File: src/hdl/start_seq_cfg.svh
// Constants for the motor start sequencer: timing, register map, field positions and reset values.
`ifndef START_SEQ_CFG_SVH
`define START_SEQ_CFG_SVH
`define CLK_HZ 40000000
`define PWM_HZ 20000
`define PWM_DIV (`CLK_HZ / `PWM_HZ)
`define COAST_TIMEOUT_PWM 200000
`define ADDR_CTRL 8'h00
`define ADDR_THR 8'h04
`define ADDR_TIME 8'h08
`define ADDR_COAST 8'h0C
`define ADDR_REF 8'h10
`define ADDR_STAT 8'h14
`define CTRL_SDE 0
`define CTRL_RSE 1
`define CTRL_RVE 2
`define CTRL_CSE 3
`define CTRL_SBE 4
`define CTRL_BKE 5
`define CTRL_BSIDE 6
`define CTRL_DMODE 7
`define CTRL_SM_LO 8
`define CTRL_SM_HI 9
`define CTRL_RST 32'h0000_0000
`define THR_RST 32'h0000_0000
`define TIME_RST 32'h0000_0000
`define COAST_RST 32'h0000_0000
`define REF_RST 16'h0000
`define RESP_OKAY 2'h0
`define RESP_SLVERR 2'h2
`define SM_ALIGN 2'h0
`define SM_DALIGN 2'h1
`define SM_IPD 2'h2
`define BRAKE_ALL 3'h7
`define BRAKE_NONE 3'h0
`endif

File: src/hdl/start_seq_pkg.sv
// Types shared by the motor start sequencer and its surroundings.
package start_seq_pkg;
  typedef enum logic [4:0] {
    S_POWER_ON, S_IDLE, S_JUDGE_SDE, S_ISD, S_STAT1, S_DIR, S_RSE, S_RESYNC_THR,
    S_STAT2, S_COAST_TMO, S_SBRK_EN, S_SBRK, S_RVE, S_RVS_CL, S_RVS_OL, S_CSE,
    S_HIZ, S_BKE, S_BRAKE, S_STARTUP, S_OPEN_LOOP, S_CLOSED_LOOP
  } seq_state_e;
  typedef logic [1:0] method_t;
  typedef struct packed {
    logic valid;
    logic reverse;
    logic [7:0] bemf;
    logic [7:0] speed;
    logic [2:0] position;
  } detect_s;
  typedef struct packed {
    logic hiz;
    logic [2:0] hs;
    logic [2:0] ls;
  } gate_s;
endpackage

File: src/hdl/motor_start_sequencer.sv
// Start-up decision state machine with its AXI4-Lite register slave.
//
// Local design decisions: the placing of the registers and the AXI4-Lite interface to the registers.
`timescale 1ns/100ps
`include "start_seq_cfg.svh"
// Summary of operation
// - Load parameters from memory before any decision.
// - Zero reference holds sleep or standby.
// - Nonzero reference leaves idle, checks detect enable.
// - Detect enabled goes stationary check, else brake.
// - Low back-EMF means stationary, else direction check.
// - Forward spin to resync, reverse to reverse-drive.
// - Resync enabled compares threshold, else coast decision.
// - Above resync threshold enter closed loop seeded.
// - Second check: high back-EMF starts coast timeout.
// - Coast timeout ends after 200000 PWM cycles.
// - Back-EMF dropping low ends coast timeout early.
// - Stationary brake enabled runs it, else start-up.
// - Stationary brake: all low sides for duration.
// - Reverse drive enabled checks reverse speed.
// - Closed-loop decel above min-duty speed, then open-loop.
// - Open-loop decel to zero, flip, accelerate.
// - Coast enabled runs coast, else brake decision.
// - Coast: all six switches off for duration.
// - Brake enabled runs brake, else start-up.
// - After start-up method, enter open-loop acceleration.
// - Brake: all high or low sides by setting.
// - Method codes: align, double align, inductive detect.
module motor_start_sequencer #(
  parameter int unsigned COAST_TIMEOUT = `COAST_TIMEOUT_PWM
) (
  input wire logic aclk,
  input wire logic aresetn,
  input wire logic [7:0] awaddr,
  input wire logic awvalid,
  output logic awready,
  input wire logic [31:0] wdata,
  input wire logic [3:0] wstrb,
  input wire logic wvalid,
  output logic wready,
  output logic [1:0] bresp,
  output logic bvalid,
  input wire logic bready,
  input wire logic [7:0] araddr,
  input wire logic arvalid,
  output logic arready,
  output logic [31:0] rdata,
  output logic [1:0] rresp,
  output logic rvalid,
  input wire logic rready,
  output logic nvm_load_req,
  input wire logic nvm_load_done,
  input wire logic wake_pin,
  output logic detect_req,
  input wire start_seq_pkg::detect_s detect,
  output logic sleep_req,
  output logic standby_req,
  output start_seq_pkg::gate_s gate,
  output logic startup_req,
  output start_seq_pkg::method_t startup_method,
  input wire logic startup_done,
  output logic reverse_cl_decel,
  output logic reverse_ol_decel,
  output logic direction_flip,
  output logic open_loop_req,
  output logic closed_loop_req,
  output logic [7:0] seed_speed,
  output logic [2:0] seed_position
);
  import start_seq_pkg::*;
  seq_state_e state_q;
  seq_state_e state_d;
  logic [31:0] ctrl_q;
  logic [31:0] thr_q;
  logic [31:0] time_q;
  logic [31:0] coast_q;
  logic [15:0] ref_q;
  logic [15:0] div_q;
  logic pwm_tick;
  logic [17:0] tmr_q;
  logic tmr_load;
  logic [17:0] tmr_init;
  logic aw_held_q;
  logic w_held_q;
  logic [7:0] aw_addr_q;
  logic [31:0] w_data_q;
  logic [3:0] w_strb_q;
  logic ref_nz;
  logic [7:0] stat_thr;
  logic [7:0] tach_thr;
  logic [7:0] resync_thr;
  logic [7:0] min_duty_speed;
  logic wr_fire;
  gate_s gate_d;
  logic [31:0] ref_wr;
  // Mapped word check, shared by the write and read paths.
  function automatic logic addr_ok(input logic [7:0] a);
    addr_ok = (a == `ADDR_CTRL) || (a == `ADDR_THR) || (a == `ADDR_TIME) || (a == `ADDR_COAST) ||
              (a == `ADDR_REF) || (a == `ADDR_STAT);
  endfunction
  function automatic logic [31:0] merge(input logic [31:0] old, input logic [31:0] nw, input logic [3:0] be);
    for (int i = 0; i < 4; i++) begin
      merge[i*8 +: 8] = be[i] ? nw[i*8 +: 8] : old[i*8 +: 8];
    end
  endfunction
  // The reference holds only the low half-word; the upper strobed bytes are dropped.
  assign ref_wr = merge({16'h0000, ref_q}, w_data_q, w_strb_q);
  assign ref_nz = (ref_q != `REF_RST);
  assign stat_thr = thr_q[7:0];
  assign tach_thr = thr_q[15:8];
  assign resync_thr = thr_q[23:16];
  assign min_duty_speed = thr_q[31:24];
  // The address and data channels are taken independently; the write lands once both are held.
  assign awready = !aw_held_q && !bvalid;
  assign wready = !w_held_q && !bvalid;
  assign wr_fire = aw_held_q && w_held_q && !bvalid;
  always_ff @(posedge aclk) begin
    if (!aresetn) begin
      aw_held_q <= 1'b0;
      aw_addr_q <= 8'h00;
    end else if (awvalid && awready) begin
      aw_held_q <= 1'b1;
      aw_addr_q <= awaddr;
    end else if (wr_fire) begin
      aw_held_q <= 1'b0;
    end
  end
  always_ff @(posedge aclk) begin
    if (!aresetn) begin
      w_held_q <= 1'b0;
      w_data_q <= 32'h0000_0000;
      w_strb_q <= 4'h0;
    end else if (wvalid && wready) begin
      w_held_q <= 1'b1;
      w_data_q <= wdata;
      w_strb_q <= wstrb;
    end else if (wr_fire) begin
      w_held_q <= 1'b0;
    end
  end
  always_ff @(posedge aclk) begin
    if (!aresetn) begin
      bvalid <= 1'b0;
      bresp <= `RESP_OKAY;
    end else if (wr_fire) begin
      bvalid <= 1'b1;
      bresp <= addr_ok(aw_addr_q) ? `RESP_OKAY : `RESP_SLVERR;
    end else if (bready) begin
      bvalid <= 1'b0;
    end
  end
  always_ff @(posedge aclk) begin
    if (!aresetn) begin
      ctrl_q <= `CTRL_RST;
      thr_q <= `THR_RST;
      time_q <= `TIME_RST;
      coast_q <= `COAST_RST;
      ref_q <= `REF_RST;
    end else if (wr_fire) begin
      case (aw_addr_q)
        `ADDR_CTRL: ctrl_q <= merge(ctrl_q, w_data_q, w_strb_q);
        `ADDR_THR: thr_q <= merge(thr_q, w_data_q, w_strb_q);
        `ADDR_TIME: time_q <= merge(time_q, w_data_q, w_strb_q);
        `ADDR_COAST: coast_q <= merge(coast_q, w_data_q, w_strb_q);
        `ADDR_REF: ref_q <= ref_wr[15:0];
        default: ;
      endcase
    end
  end
  assign arready = !rvalid;
  always_ff @(posedge aclk) begin
    if (!aresetn) begin
      rvalid <= 1'b0;
      rdata <= 32'h0000_0000;
      rresp <= `RESP_OKAY;
    end else if (arvalid && arready) begin
      rvalid <= 1'b1;
      rresp <= addr_ok(araddr) ? `RESP_OKAY : `RESP_SLVERR;
      case (araddr)
        `ADDR_CTRL: rdata <= ctrl_q;
        `ADDR_THR: rdata <= thr_q;
        `ADDR_TIME: rdata <= time_q;
        `ADDR_COAST: rdata <= coast_q;
        `ADDR_REF: rdata <= {16'h0000, ref_q};
        `ADDR_STAT: rdata <= {18'h00000, gate, 2'h0, state_q};
        default: rdata <= 32'h0000_0000;
      endcase
    end else if (rready) begin
      rvalid <= 1'b0;
    end
  end
  // PWM-cycle enable; the timed routines count these, not system clocks.
  always_ff @(posedge aclk) begin
    if (!aresetn || pwm_tick) begin
      div_q <= 16'h0000;
    end else begin
      div_q <= div_q + 16'h0001;
    end
  end
  assign pwm_tick = (div_q == 16'(`PWM_DIV - 1));
  always_ff @(posedge aclk) begin
    if (!aresetn) begin
      tmr_q <= 18'h00000;
    end else if (tmr_load) begin
      tmr_q <= tmr_init;
    end else if (pwm_tick && tmr_q != 18'h00000) begin
      tmr_q <= tmr_q - 18'h00001;
    end
  end
  always_comb begin
    state_d = state_q;
    tmr_load = 1'b0;
    tmr_init = 18'h00000;
    case (state_q)
      S_POWER_ON: if (nvm_load_done) state_d = S_IDLE;
      S_IDLE: if (ref_nz) state_d = S_JUDGE_SDE;
      S_JUDGE_SDE: state_d = ctrl_q[`CTRL_SDE] ? S_ISD : S_BKE;
      S_ISD: if (detect.valid) state_d = S_STAT1;
      S_STAT1: state_d = (detect.bemf < stat_thr || detect.bemf < tach_thr) ? S_STAT2 : S_DIR;
      S_DIR: state_d = detect.reverse ? S_RVE : S_RSE;
      S_RSE: state_d = ctrl_q[`CTRL_RSE] ? S_RESYNC_THR : S_CSE;
      S_RESYNC_THR: state_d = (detect.bemf > resync_thr) ? S_CLOSED_LOOP : S_STAT2;
      S_STAT2: begin
        if (detect.bemf > stat_thr) begin
          state_d = S_COAST_TMO;
          tmr_load = 1'b1;
          tmr_init = 18'(COAST_TIMEOUT);
        end else begin
          state_d = S_SBRK_EN;
        end
      end
      S_COAST_TMO: if (detect.bemf < stat_thr || tmr_q == 18'h00000) state_d = S_SBRK_EN;
      S_SBRK_EN: begin
        state_d = ctrl_q[`CTRL_SBE] ? S_SBRK : S_STARTUP;
        tmr_load = 1'b1;
        tmr_init = {2'h0, time_q[31:16]};
      end
      S_SBRK: if (tmr_q == 18'h00000) state_d = S_STARTUP;
      S_RVE: state_d = ctrl_q[`CTRL_RVE] ? S_RVS_CL : S_CSE;
      S_RVS_CL: if (detect.speed <= min_duty_speed) state_d = S_RVS_OL;
      S_RVS_OL: if (detect.speed == 8'h00) state_d = S_OPEN_LOOP;
      S_CSE: begin
        state_d = ctrl_q[`CTRL_CSE] ? S_HIZ : S_BKE;
        tmr_load = 1'b1;
        tmr_init = {2'h0, coast_q[15:0]};
      end
      S_HIZ: if (tmr_q == 18'h00000) state_d = S_BKE;
      S_BKE: begin
        state_d = ctrl_q[`CTRL_BKE] ? S_BRAKE : S_STARTUP;
        tmr_load = 1'b1;
        tmr_init = {2'h0, time_q[15:0]};
      end
      S_BRAKE: if (tmr_q == 18'h00000) state_d = S_STARTUP;
      S_STARTUP: if (startup_done) state_d = S_OPEN_LOOP;
      S_OPEN_LOOP: state_d = S_OPEN_LOOP;
      S_CLOSED_LOOP: state_d = S_CLOSED_LOOP;
      default: state_d = S_POWER_ON;
    endcase
    // A reference that drops to zero stops the drive from any state after power-on.
    if (state_q != S_POWER_ON && !ref_nz) begin
      state_d = S_IDLE;
    end
  end
  always_ff @(posedge aclk) begin
    if (!aresetn) begin
      state_q <= S_POWER_ON;
    end else begin
      state_q <= state_d;
    end
  end
  always_comb begin
    gate_d = '{hiz: 1'b0, hs: `BRAKE_NONE, ls: `BRAKE_NONE};
    case (state_q)
      S_SBRK: gate_d.ls = `BRAKE_ALL;
      S_HIZ: gate_d.hiz = 1'b1;
      S_BRAKE: begin
        if (ctrl_q[`CTRL_BSIDE]) begin
          gate_d.hs = `BRAKE_ALL;
        end else begin
          gate_d.ls = `BRAKE_ALL;
        end
      end
      default: ;
    endcase
  end
  always_ff @(posedge aclk) begin
    if (!aresetn) begin
      gate <= '{hiz: 1'b0, hs: `BRAKE_NONE, ls: `BRAKE_NONE};
      direction_flip <= 1'b0;
      seed_speed <= 8'h00;
      seed_position <= 3'h0;
    end else begin
      gate <= gate_d;
      direction_flip <= (state_q == S_RVS_OL) && (state_d == S_OPEN_LOOP);
      if (state_q == S_RESYNC_THR && state_d == S_CLOSED_LOOP) begin
        seed_speed <= detect.speed;
        seed_position <= detect.position;
      end
    end
  end
  // Sleep needs the mode bit set and the wake pin low; otherwise idle is standby.
  assign sleep_req = (state_q == S_IDLE) && ctrl_q[`CTRL_DMODE] && !wake_pin;
  assign standby_req = (state_q == S_IDLE) && !sleep_req;
  assign nvm_load_req = (state_q == S_POWER_ON);
  assign detect_req = (state_q == S_ISD);
  assign startup_req = (state_q == S_STARTUP);
  assign startup_method = ctrl_q[`CTRL_SM_HI:`CTRL_SM_LO];
  assign reverse_cl_decel = (state_q == S_RVS_CL);
  assign reverse_ol_decel = (state_q == S_RVS_OL);
  assign open_loop_req = (state_q == S_OPEN_LOOP);
  assign closed_loop_req = (state_q == S_CLOSED_LOOP);
endmodule

File: config.mk
export PLATFORM = sky130hd
export DESIGN_NAME = motor_start_sequencer
export DESIGN_NICKNAME = d
export VERILOG_FILES = /design/src/hdl/start_seq_pkg.sv /design/src/hdl/motor_start_sequencer.sv
export VERILOG_INCLUDE_DIRS = /design/src /design/src/hdl
export SDC_FILE = /design/constraint.sdc
export NUM_CORES = 1
export LEC_CHECK = 0
export BUFFER_PORTS_ARGS = -buffer_cell sky130_fd_sc_hd__buf_2
export CORE_AREA = 2 2 189 191
export CTS_CLUSTER_SIZE = 24
export DETAILED_ROUTE_END_ITERATION = 6
export DIE_AREA = 0 0 191 193
export HOLD_SLACK_MARGIN = 0.12
export PLACE_DENSITY = 0.52
export SYNTH_ARGS = -nofsm -noshare
export SYNTH_HDL_FRONTEND = slang
export SYNTH_SLANG_ARGS = --single-unit
File: constraint.sdc
create_clock -name aclk -period 3.3 [get_ports aclk]
set_clock_uncertainty 0.15 [all_clocks]
set_input_delay 0.495 -clock aclk [delete_from_list [all_inputs] [get_ports aclk]]
set_output_delay 0.495 -clock aclk [all_outputs]
set_load 0.05 [all_outputs]
# Yosys cells after proc, flatten, opt, wreduce, memory -nomap -nowiden
# Cells that the tools add are included.
[totals]
regBits = 286
input_bits = 83
out_inout_bits = 71
elab_cells = 188
[classes]
addsub = 2
n_lt_le_gt_ge = 5
eq_ne = 34
n_mux = 41
n_reduce_logical = 69
[ops]
columns = ["cell", "count"]
rows = [
  ["32-bit one-hot mux with 6 select lines", 1],
  ["5-bit one-hot mux with 21 select lines", 1],
  ["18-bit one-hot mux with 4 select lines", 1],
  ["5-bit two-way mux", 13],
  ["18-bit two-way mux", 3],
  ["3-bit AND reduction", 18],
  ["5-bit by 4-bit == test with 1-bit output (second input constant)", 8],
  ["5-bit == test (second input constant)", 8],
  ["8-bit by 4-bit == test with 1-bit output (second input constant)", 4],
  ["8-bit by 5-bit == test with 1-bit output (second input constant)", 4],
  ["8-bit logical NOT", 3],
  ["5-bit by 3-bit == test with 1-bit output (second input constant)", 4],
  ["18-bit logical NOT", 1],
  ["18-bit nonzero test", 1],
  ["18-bit by 1-bit subtractor with 18-bit output (second input constant)", 1],
  ["16-bit by 1-bit adder with 16-bit output (second input constant)", 1],
  ["16-bit by 11-bit == test with 1-bit output (second input constant)", 1],
  ["8-bit by 3-bit == test with 1-bit output (second input constant)", 2],
  ["8-bit > comparator", 2],
  ["8-bit < comparator", 2],
  ["16-bit nonzero test", 1],
  ["1-bit logical AND", 14],
  ["1-bit logical OR", 13],
  ["4-bit two-way mux", 3],
  ["other kinds (15)", 41],
]

# Logic depth before layout (Yosys ltp)
# Gate-level depths: netlist of the first run.
[logic_depth]
depth_word = 7
ltp_mapped = 9
depth_no_buf = 8

# Worst setup path before layout of the first run
# OpenSTA, ideal clock, no wires.
[synth_path]
path_type = "register -> output"
start = "register state_q[4]"
end = "output sleep_req"
t_arrival_ps = 2141
required_time_ps = 2655
slack_ps = 514
path_stages_with_launch = 5
n_path_buf = 1
cell_sequence = "dfxtp_1 -> clkbuf_1 -> nor3_1 -> nand2_1 -> nor3b_1"
[synth_between]
elab_chain_len = 3
[synth_lines]
columns = ["element", "line", "source"]
rows = [
  ["start: declaration", "motor_start_sequencer.sv:71", "seq_state_e state_q;"],
  ["start signal: assignment", "motor_start_sequencer.sv:268", "state_q <= state_d;"],
  ["5-bit by 1-bit == test with 1-bit output", "motor_start_sequencer.sv:302", "assign sleep_req = (state_q == S_IDLE) && ctrl_q[`CTRL_DMODE] && !wake_pin;"],
  ["1-bit logical AND (2 in a row)", "motor_start_sequencer.sv:302", ""],
  ["end: declaration", "motor_start_sequencer.sv:56", "output logic sleep_req,"],
]
# Every way passes these cells.

# Worst setup path in the final report of the first run
[layout_path]
start = "register state_q[1]"
end = "output sleep_req"
# The elaborated chain is that of the path after synthesis.

==> run metrics, run 1 <==
r2r setup slk=350 ps; Synth-to-Final Area Change=23.0%; Fmax=approximately 330 MHz; Netlist cell types=74; fin crit share=just over 90%; post-synthesis sequential area ratio=between 40 and 50%; dpl hpwl=between 30 and 40 mm; GR Overflow Total=0; initial antenna violation count=1; FP Rows=between 60 and 70; buffer depth of the longest clock path=3; Yosys reg bits=280; CP Class=reg2out; global-route usage over all layers=between 20% and 30%; Resized Gates After CTS=0; design area=0.0161 mm^2; post-synth top area cell=dfxtp_1; Post-Syn Area=0.0131 mm^2; top cell type's share of synthesized area=42.9%; Residual DRC=4; pre-CTS WS=between 300 and 400 ps; Worst-path clk slew=roughly 60 ps; number of sinks on the clock net=280; Tot Pwr=between 7 and 8 mW; RSZ-0062 raised after global routing=no; setup repair bufs after CTS=0; # Max-Cap Violations=0; Synth area leaders=dfxtp_1 (43%), mux2i_1 (12%), nor2_1 (6.0%), nand2_1 (4.9%), a21oi_1 (3.7%); Worst setup EP type=output pin; die area=roughly 0.037 mm^2; post-route ant nets=0; hold buffers post-CTS=between 50 and 60; die span in x=191 um; largest net degree at the start of global routing=80; Core Region=~0.035 mm^2; Worst IR Drop VDD=about 0.00034 V; Avg Vias per Cell=around 5.4; Initial Util=37.4%; failing checks=design-rule violations; drt initial violations=1161; Slew Limit Fails=0; most frequent cell after synthesis=dfxtp_1; setup violators final=0; CTS H-tree lvls=1; Setup TNS=0 ps; final hold slack=around 200 ps; Post-synth top cells=dfxtp_1 (280), nor2_1 (208), nand2_1 (169); Vias=about 12k; Clk Latency, worst-skew pair=560 ps; vias in the first global route=~11k; Worst-Margin Slew=between 900 and 1000 ps; global placement routability congestion=about 0.86; first-pass GRT wire length=roughly 67 mm; n_diodes=0; final core occ=about 46%; Die H=between 150 and 200 um; Lkg Pwr=6.97 nW; Clock Tree Root=clkbuf_16; pwr dens=between 400 and 500 mW/mm^2; worst-path fanout max=20; CP startpoint kind=flop; placed cell count=2063; setup ws final=251 ps; Port-buffer cells=approximately 150; layout cell share with drive strength beyond 1=17.3%; Post-Layout Cell Count=roughly 2.2k; WL per Instance=just over 20 um; Avg Inst Size Synth=a little under 9 um^2; final hold violations=0; layout net count=around 1.8k; status=finished with violations; dominant synthesized flop cell=dfxtp_1; Critical Path RT=2650 ps; Hold Crit Class=in2reg; drt first pass iters=7; routed wire length=approximately 44 mm; total CTS buffers=30; io pins=154; share of flip-flops with an asynchronous set or reset=0%; Rel. slew slack=about two fifths; Data arrival, critical path=2400 ps; Tmin final=between 3000 and 4000 ps; TritonCTS clock tree=done; Gate Count Post-Synth=about 1.5k; DP Area=approximately 0.014 mm^2; EDFF count, synth=0; warning count from the yosys run=0
==> placed cells by master, fill, tap and decap left out, types with 31 or more instances in the layout <==
cell,count
dfxtp_1,280
nor2_1,207
nand2_1,169
mux2i_1,158
buf_2,151
a21oi_1,96
dlygate4sd3_1,58
buf_4,54
inv_1,48
a22oi_1,35
ha_1,34
a222oi_1,33
clkbuf_16,31
==> power by group <==
part	leakage, nW	internal, mW	switching (mW)	total, mW
Combinational	4.19	0.196	0.333	0.530
Clock	0.514	2.08	1.40	3.49
Sequential	2.26	3.43	0.0779	3.50
==> critical path: stages (launching register included) <==
cell and delay (ps):
dfxtp_1 310, buf_4 200, nor3_1 630, nand2_1 200
nor3b_1 220, buf_2 290
==> cell families after synthesis <==
logic type / after synthesis / share of synthesized area, %
buffers and inverters: 141 / 4.59
XOR/XNOR: 22 / 1.47
flip-flops: 280 / 42.9
adder cells (fa/ha/maj): 34 / 3.26
other: 1 / 0.0287
AO/OA/AOI/OAI: 305 / 16.1
AND/OR/NAND/NOR: 528 / 18.1
multiplexers: 174 / 13.5
==> registers in the layout (all words and copies together) (netlist names), 4 cells and up <==
| name | flops |
|---|---|
| coast_q | 32 |
| ctrl_q | 32 |
| rdata | 32 |
| thr_q | 32 |
| time_q | 32 |
| w_data_q | 32 |
| tmr_q | 18 |
| div_q | 16 |
| ref_q | 16 |
| aw_addr_q | 8 |
| seed_speed | 8 |
| state_q | 5 |
| w_strb_q | 4 |
==> path summary, 6_finish.rpt <==
| kind | end | startpoint | cells past startpoint |
|---|---|---|---|
| setup / recovery | sleep_req | state_q[1]$_SDFF_PN0_ | 5 |
| hold / removal | rresp[1]$_SDFFE_PN0P_ | aresetn | 3 |
| setup reg to reg | tmr_q[6]$_SDFFE_PN0P_ | tmr_q[4]$_SDFFE_PN0P_ | 7 |
| hold reg to reg | rdata[28]$_SDFFE_PN0P_ | rdata[28]$_SDFFE_PN0P_ | 1 |
==> area by class of cell <==
class,instances,area (um^2)
fill,3394,18900
inverter,50,193
clock inverter,10,103
tap,461,577
timing repair buffer,265,1780
clock buffer,45,928
multi-input combinational,1065,6890
sequential,280,5610
==> layer usage <==
metal | vias up | part of all wire [%] | global-route usage [%]
met4 | 2 | 3.5 | 8.08
met3 | 69 | 6.1 | 3.53
li1 | 5724 | - | -
met1 | 5529 | 45 | 31.7
met2 | 382 | 45 | 38.7
met5 | - | 0.039 | 0
(Power assumes the default switching activity.)
==> inputs of run 2 (changes only) <==
--- a/config.mk
+++ b/config.mk
@@ -6,13 +6,14 @@
 export SDC_FILE = /design/constraint.sdc
 export NUM_CORES = 1
 export LEC_CHECK = 0
+export ABC_AREA = 1
 export BUFFER_PORTS_ARGS = -buffer_cell sky130_fd_sc_hd__buf_2
-export CORE_AREA = 2 2 189 191
+export CORE_AREA = 5 5 193 195
 export CTS_CLUSTER_SIZE = 24
 export DETAILED_ROUTE_END_ITERATION = 6
-export DIE_AREA = 0 0 191 193
+export DIE_AREA = 0 0 198 200
 export HOLD_SLACK_MARGIN = 0.12
-export PLACE_DENSITY = 0.52
+export PLACE_DENSITY = 0.53
 export SYNTH_ARGS = -nofsm -noshare
 export SYNTH_HDL_FRONTEND = slang
 export SYNTH_SLANG_ARGS = --single-unit
==> run 2 against run 1 <==
The run now ends clean. Setup slack better by 110 ps. Sequential power grew 1%. First-iteration DRC count shrank 32%. Wire length rose by 3.7%. Via count is 12% higher. Synthesized area grew 1.5%. Total power up 1.3%. Critical path type unchanged. Critical endpoint unchanged. Largest cell class unchanged.
==> run metrics, run 2 <==
Netlist cell types=40; Post-Layout Cell Count=2557; post-synth top area cell=dfxtp_1; design area=around 0.016 mm^2; drt initial violations=just under 800; layout cell share with drive strength beyond 1=11.9%; Post-Syn Area=0.0133 mm^2; Clock Tree Root=clkbuf_16; commonest non-fill, non-tap cell in the layout=nor2_1; Die H=around 200 um; layout net count=about 2.2k; Rel. slew slack=around 59%; Worst-Margin Slew=613 ps; slowest cell on the critical path=dfxtp_1; placed cell count=2451; post-route ant nets=0; Avg Vias per Cell=roughly 5.1; gr busiest metal=met2; setup violators final=0; Data arrival, critical path=roughly 2300 ps; register area=between 0.005 and 0.006 mm^2; n_diodes=0; Initial Util=a little under two fifths; first-pass GRT wire length=between 70 and 80 mm; Multi-input gate area=0.00628 mm^2; Avg Inst Size Synth=between 6 and 7 um^2; top cell type's share of synthesized area=42.3%; routing usage on met1=31.5%; Layout fillers=around 3.6k; Yosys reg bits=280; buffer depth of the longest clock path=3; Synth-to-Final Area Change=19.8%; GR Overflow Total=0; critical path, cell by cell=nor2_1, nand2_1, nor2_1, inv_1, nor3_2, buf_2; DP Area=between 0.01 and 0.015 mm^2; post-synthesis sequential area ratio=between 40% and 50%; Setup TNS=0 ps; Lkg Pwr=6.65 nW; share of flip-flops with an asynchronous set or reset=0%; routed wire length=about 46 mm; Residual DRC=0; Core Region=between 0.03 and 0.04 mm^2; Worst-path clk slew=around 70 ps; total CTS buffers=31; Critical Path RT=about 2700 ps; warning count from the yosys run=0; Bufs and invs on worst path=2; Slew Limit Fails=0; die span in x=198 um; # Max-Cap Violations=0; io pins=~150; dominant synthesized flop cell=dfxtp_1; drt first pass iters=6; vias in the first global route=~12k; final hold violations=0; largest net degree at the start of global routing=just over 90; Gate Count Post-Synth=between 1.5k and 2k; setup repair bufs after CTS=0; Hold Crit Class=in2reg; status=completed; WL per Instance=17.9 um; worst-path fanout max=10; Vias=around 13k; Port-buffer cells=151; dpl hpwl=approximately 34 mm; RSZ-0062 raised after global routing=no; most frequent cell after synthesis=nor2_1; FP Rows=just under 70; CP Class=reg2out; Clk Latency, worst-skew pair=between 500 and 600 ps; initial antenna violation count=0; EDFF count, synth=0; CP max stage delay=430 ps; Post-synth top cells=nor2_1 (313), dfxtp_1 (280), inv_1 (252); die area=0.0396 mm^2; pwr dens=around 480 mW/mm^2; Worst path most repeated cell=nor2_1; CTS H-tree lvls=1; Resized Gates After CTS=0; global placement routability congestion=0.905; global-route usage over all layers=22.5%; CP startpoint kind=flop; Worst setup EP type=output pin; M2 GR Usage=between 30% and 40%; final hold slack=150 ps; commonest non-fill, non-tap cells in the layout=nor2_1 (313), dfxtp_1 (280), inv_1 (252), nand2_1 (243), o21ai_0 (243); Synth area leaders=dfxtp_1 (42%), o21ai_0 (9.2%), nor2_1 (8.9%), a21oi_1 (7.5%), inv_1 (7.1%); number of sinks on the clock net=between 200 and 300; global routing usage on met3=under 10%; cell family with most CP delay=simple AND/OR/NAND/NOR gates; TritonCTS clock tree=done; Tmin final=around 3000 ps; Fmax=340 MHz; Worst IR Drop VDD=approximately 0.00043 V; fin crit share=89.2%
## run 2: cell types whose count changed after synthesis, sizes merged, moves of 19 or more
cell / previous run / this run
a22oi: 35 / 0
a21oi: 98 / 200
a21o: 20 / 0
o21ai: 24 / 253
o22ai: 22 / 53
inv: 49 / 262
mux2i: 158 / 0
nand4: 9 / 28
nand2: 169 / 246
nor2: 212 / 319
nand3: 29 / 49
a222oi: 33 / 0
## run 2: repair_timing
item | in CTS | in global routing
hold buffers | 48 | 0
endpoints found under the hold margin | 48 | 0
endpoints found under the setup margin | 0 | 0
## run 2: power by group
part | internal, mW | switching [mW] | total (mW)
Clock | 2.03 | 1.46 | 3.49
Combinational | 0.204 | 0.384 | 0.587
Sequential | 3.45 | 0.0959 | 3.55
Total | 5.68 | 1.94 | 7.62
## run 2: final cells by class
cell class / instances / area share [%]
Clock buffer: 47 / 5.64
Clock inverter: 11 / 0.772
Inverter: 262 / 6.21
Multi-Input combinational cell: 1274 / 39.5
Sequential cell: 280 / 35.3
Tap cell: 461 / 3.63
Timing Repair Buffer: 222 / 8.96
## run 2: cell families after synthesis
kind of cell               Yosys count  share of synthesized area (%)
and+or+nand+nor                    677                           21.1
AOI/OAI and AO/OA                  548                           22.1
buffers and inverters              353                           10.5
DFF                                280                           42.3
adders and majority gates           34                           3.21
xor gates and xnor gates            13                          0.858
other                                1                         0.0283
## run 2: worst paths after layout
kind,cells after the start,end,from,slack [ps]
worst max-delay path,6,sleep_req,state_q[4]$_SDFF_PN0_,360
worst min-delay path,5,seed_speed[5]$_SDFFE_PN0P_,detect[8],150
worst max register to register,10,seed_position[1]$_SDFFE_PN0P_,state_q[1]$_SDFF_PN0_,610
worst min register to register,2,ctrl_q[14]$_SDFFE_PN0P_,ctrl_q[14]$_SDFFE_PN0P_,300
## run 2: worst min-delay path, delay by kind of cell
kind | cells | cell delay, ps
simple gates | 3 | 190
buf+inv | 2 | 150
## run 2: through the flow
stage          setup WS, ps  power [mW]  utilization, %
6_report                356        7.62            45.1
2_1_floorplan           567        3.93               -
3_3_place_gp            636        4.16            40.9
5_1_grt                 196        7.90            45.1
4_1_cts                 369        7.70            45.1
3_5_place_dp            583        4.17            40.9
## run 2: per-layer routing
metal	vias up	part of all wire, %
li1	6580	-
met1	5970	46
met2	429	44
met3	79	6.5
met4	0	3.1
met5	-	0
==> inputs of run 3 (changes only) <==
==> constraint.sdc (replaced) <==
create_clock -name aclk -period 3.15 [get_ports aclk]
set_clock_uncertainty 0.15 [all_clocks]
set_input_delay 0.4725 -clock aclk [delete_from_list [all_inputs] [get_ports aclk]]
set_output_delay 0.4725 -clock aclk [all_outputs]
set_load 0.05 [all_outputs]
==> run 3 against run 2 <==
Clock power is 9.2% higher. Via count about the same. Register-to-register slack lost 90 ps. Die area stayed put. Clock-buffer cell count unchanged. Cell area fell by 0.25%. Flip-flop and latch count did not move. Total power up 6.6%. Setup slack worse by 97 ps. Non-clock buffer count decreased by 10. Hold slack got worse by 8.4 ps. Wire length about the same. Highest routed layer unchanged.
==> run metrics, run 3 (synthesis results as in run 2) <==
pre-CTS WS=about 480 ps; worst-path fanout max=10; Residual DRC=0; first-pass GRT wire length=70.2 mm; largest net degree at the start of global routing=between 100 and 150; TritonCTS clock tree=done; Avg Vias per Cell=between 5 and 6; global placement routability congestion=between 0.9 and 1; setup ws final=around 260 ps; buffer depth of the longest clock path=3; r2r setup slk=around 520 ps; drt initial violations=roughly 840; Core Region=around 0.035 mm^2; WL per Instance=18.0 um; DP Area=0.0144 mm^2; Port-buffer cells=around 150; layout net count=around 2.2k; Fmax=346 MHz; routed wire length=about 46 mm; status=completed; Initial Util=around 38%; Vias=around 13k; Lkg Pwr=approximately 6.6 nW; setup repair bufs after CTS=0; io pins=between 150 and 200; Worst-path clk slew=approximately 60 ps; Layout fillers=3716; dpl hpwl=33.8 mm; commonest non-fill, non-tap cells in the layout=nor2_1 (313), dfxtp_1 (280), inv_1 (252), nand2_1 (243), o21ai_0 (243); die area=0.0396 mm^2; CTS H-tree lvls=2; Die H=200 um; Slew Limit Fails=0; layout cell share with drive strength beyond 1=12.0%; Synth-to-Final Area Change=19.5%; fin crit share=between 90% and 100%; Tmin final=roughly 2900 ps; Hold Crit Class=in2reg; Worst IR Drop VDD=~0.00032 V; die span in x=approximately 200 um; FP Rows=between 60 and 70; setup violators final=0; CP startpoint kind=flop; design area=about 0.016 mm^2; final hold violations=0; vias in the first global route=between 10k and 15k; final hold slack=~140 ps; GR Overflow Total=0; Worst-Margin Slew=~640 ps; total CTS buffers=34; number of sinks on the clock net=between 200 and 300; Worst setup EP type=output pin; Clk Latency, worst-skew pair=approximately 520 ps; # Max-Cap Violations=0; Clock Tree Root=clkbuf_16; commonest non-fill, non-tap cell in the layout=nor2_1; Post-Layout Cell Count=about 2.5k; placed cell count=2450; pwr dens=about 500 mW/mm^2; global-route usage over all layers=approximately 23%; initial antenna violation count=1; Rel. slew slack=57.0%; Critical Path RT=roughly 2500 ps; CP Class=reg2out; drt first pass iters=5; RSZ-0062 raised after global routing=no; post-route ant nets=0; Setup TNS=0 ps; Data arrival, critical path=approximately 2300 ps; n_diodes=0
-- run 3: changes by cell type in the layout (fill, tap and decap cells not counted), sizes merged --
cell         before  now
dlygate4sd3      48   39
inv             263  265
buf             174  173
bufinv            2    1
clkinv            7    6
-- run 3: critical path, cell delays in order (launching register included) --
cell and delay, ps:
dfxtp_1 440, nor2_1 220, nand2_1 210, nor2_1 320, inv_1 140, nor3_2 140
buf_2 290
-- run 3: what timing repair did --
item,in CTS,in global routing
setup endpoints to repair,0,0
hold endpoints to repair,39,0
resized for setup,0,0
hold buffers,39,0
-- run 3: worst paths after layout --
| path | start | endpoint | cells after the start |
|---|---|---|---|
| setup / recovery | state_q[4]$_SDFF_PN0_ | sleep_req | 6 |
| hold reg to reg | div_q[0]$_SDFF_PP0_ | div_q[0]$_SDFF_PP0_ | 1 |
| hold / removal | detect[1] | seed_position[1]$_SDFFE_PN0P_ | 5 |
| setup reg to reg | state_q[1]$_SDFF_PN0_ | seed_position[0]$_SDFFE_PN0P_ | 12 |
-- run 3: layout make-up --
cell class	instances	area, um^2	area share, %
flip-flops and latches	280	5610	35.4
repair buffers	212	1330	8.37
clock buffers	47	971	6.13
well taps	461	577	3.64
multi-input cells	1274	6280	39.6
inverters	262	986	6.22
clock inverters	11	105	0.663
-- run 3: per-layer routing --
metal	track usage [%]	vias to the layer above	part of all wire, %
li1	-	6573	-
met1	31.5	5991	47
met2	35.8	415	44
met3	3.83	89	6.2
met4	7.12	0	3.2
met5	0	-	0
-- run 3: power breakdown --
group          switching (mW)  internal [mW]
logic                   0.400          0.206
registers              0.0991           3.62
clock network            1.56           2.25
total                    2.06           6.07
-- run 3: through the flow --
stage | utilization (%) | total power [mW]
floorplan | - | 4.12
detailed placement | 40.8 | 4.36
finish | 45.0 | 8.13
global route | 45.0 | 8.46
CTS | 45.0 | 8.21
global placement | 40.8 | 4.36
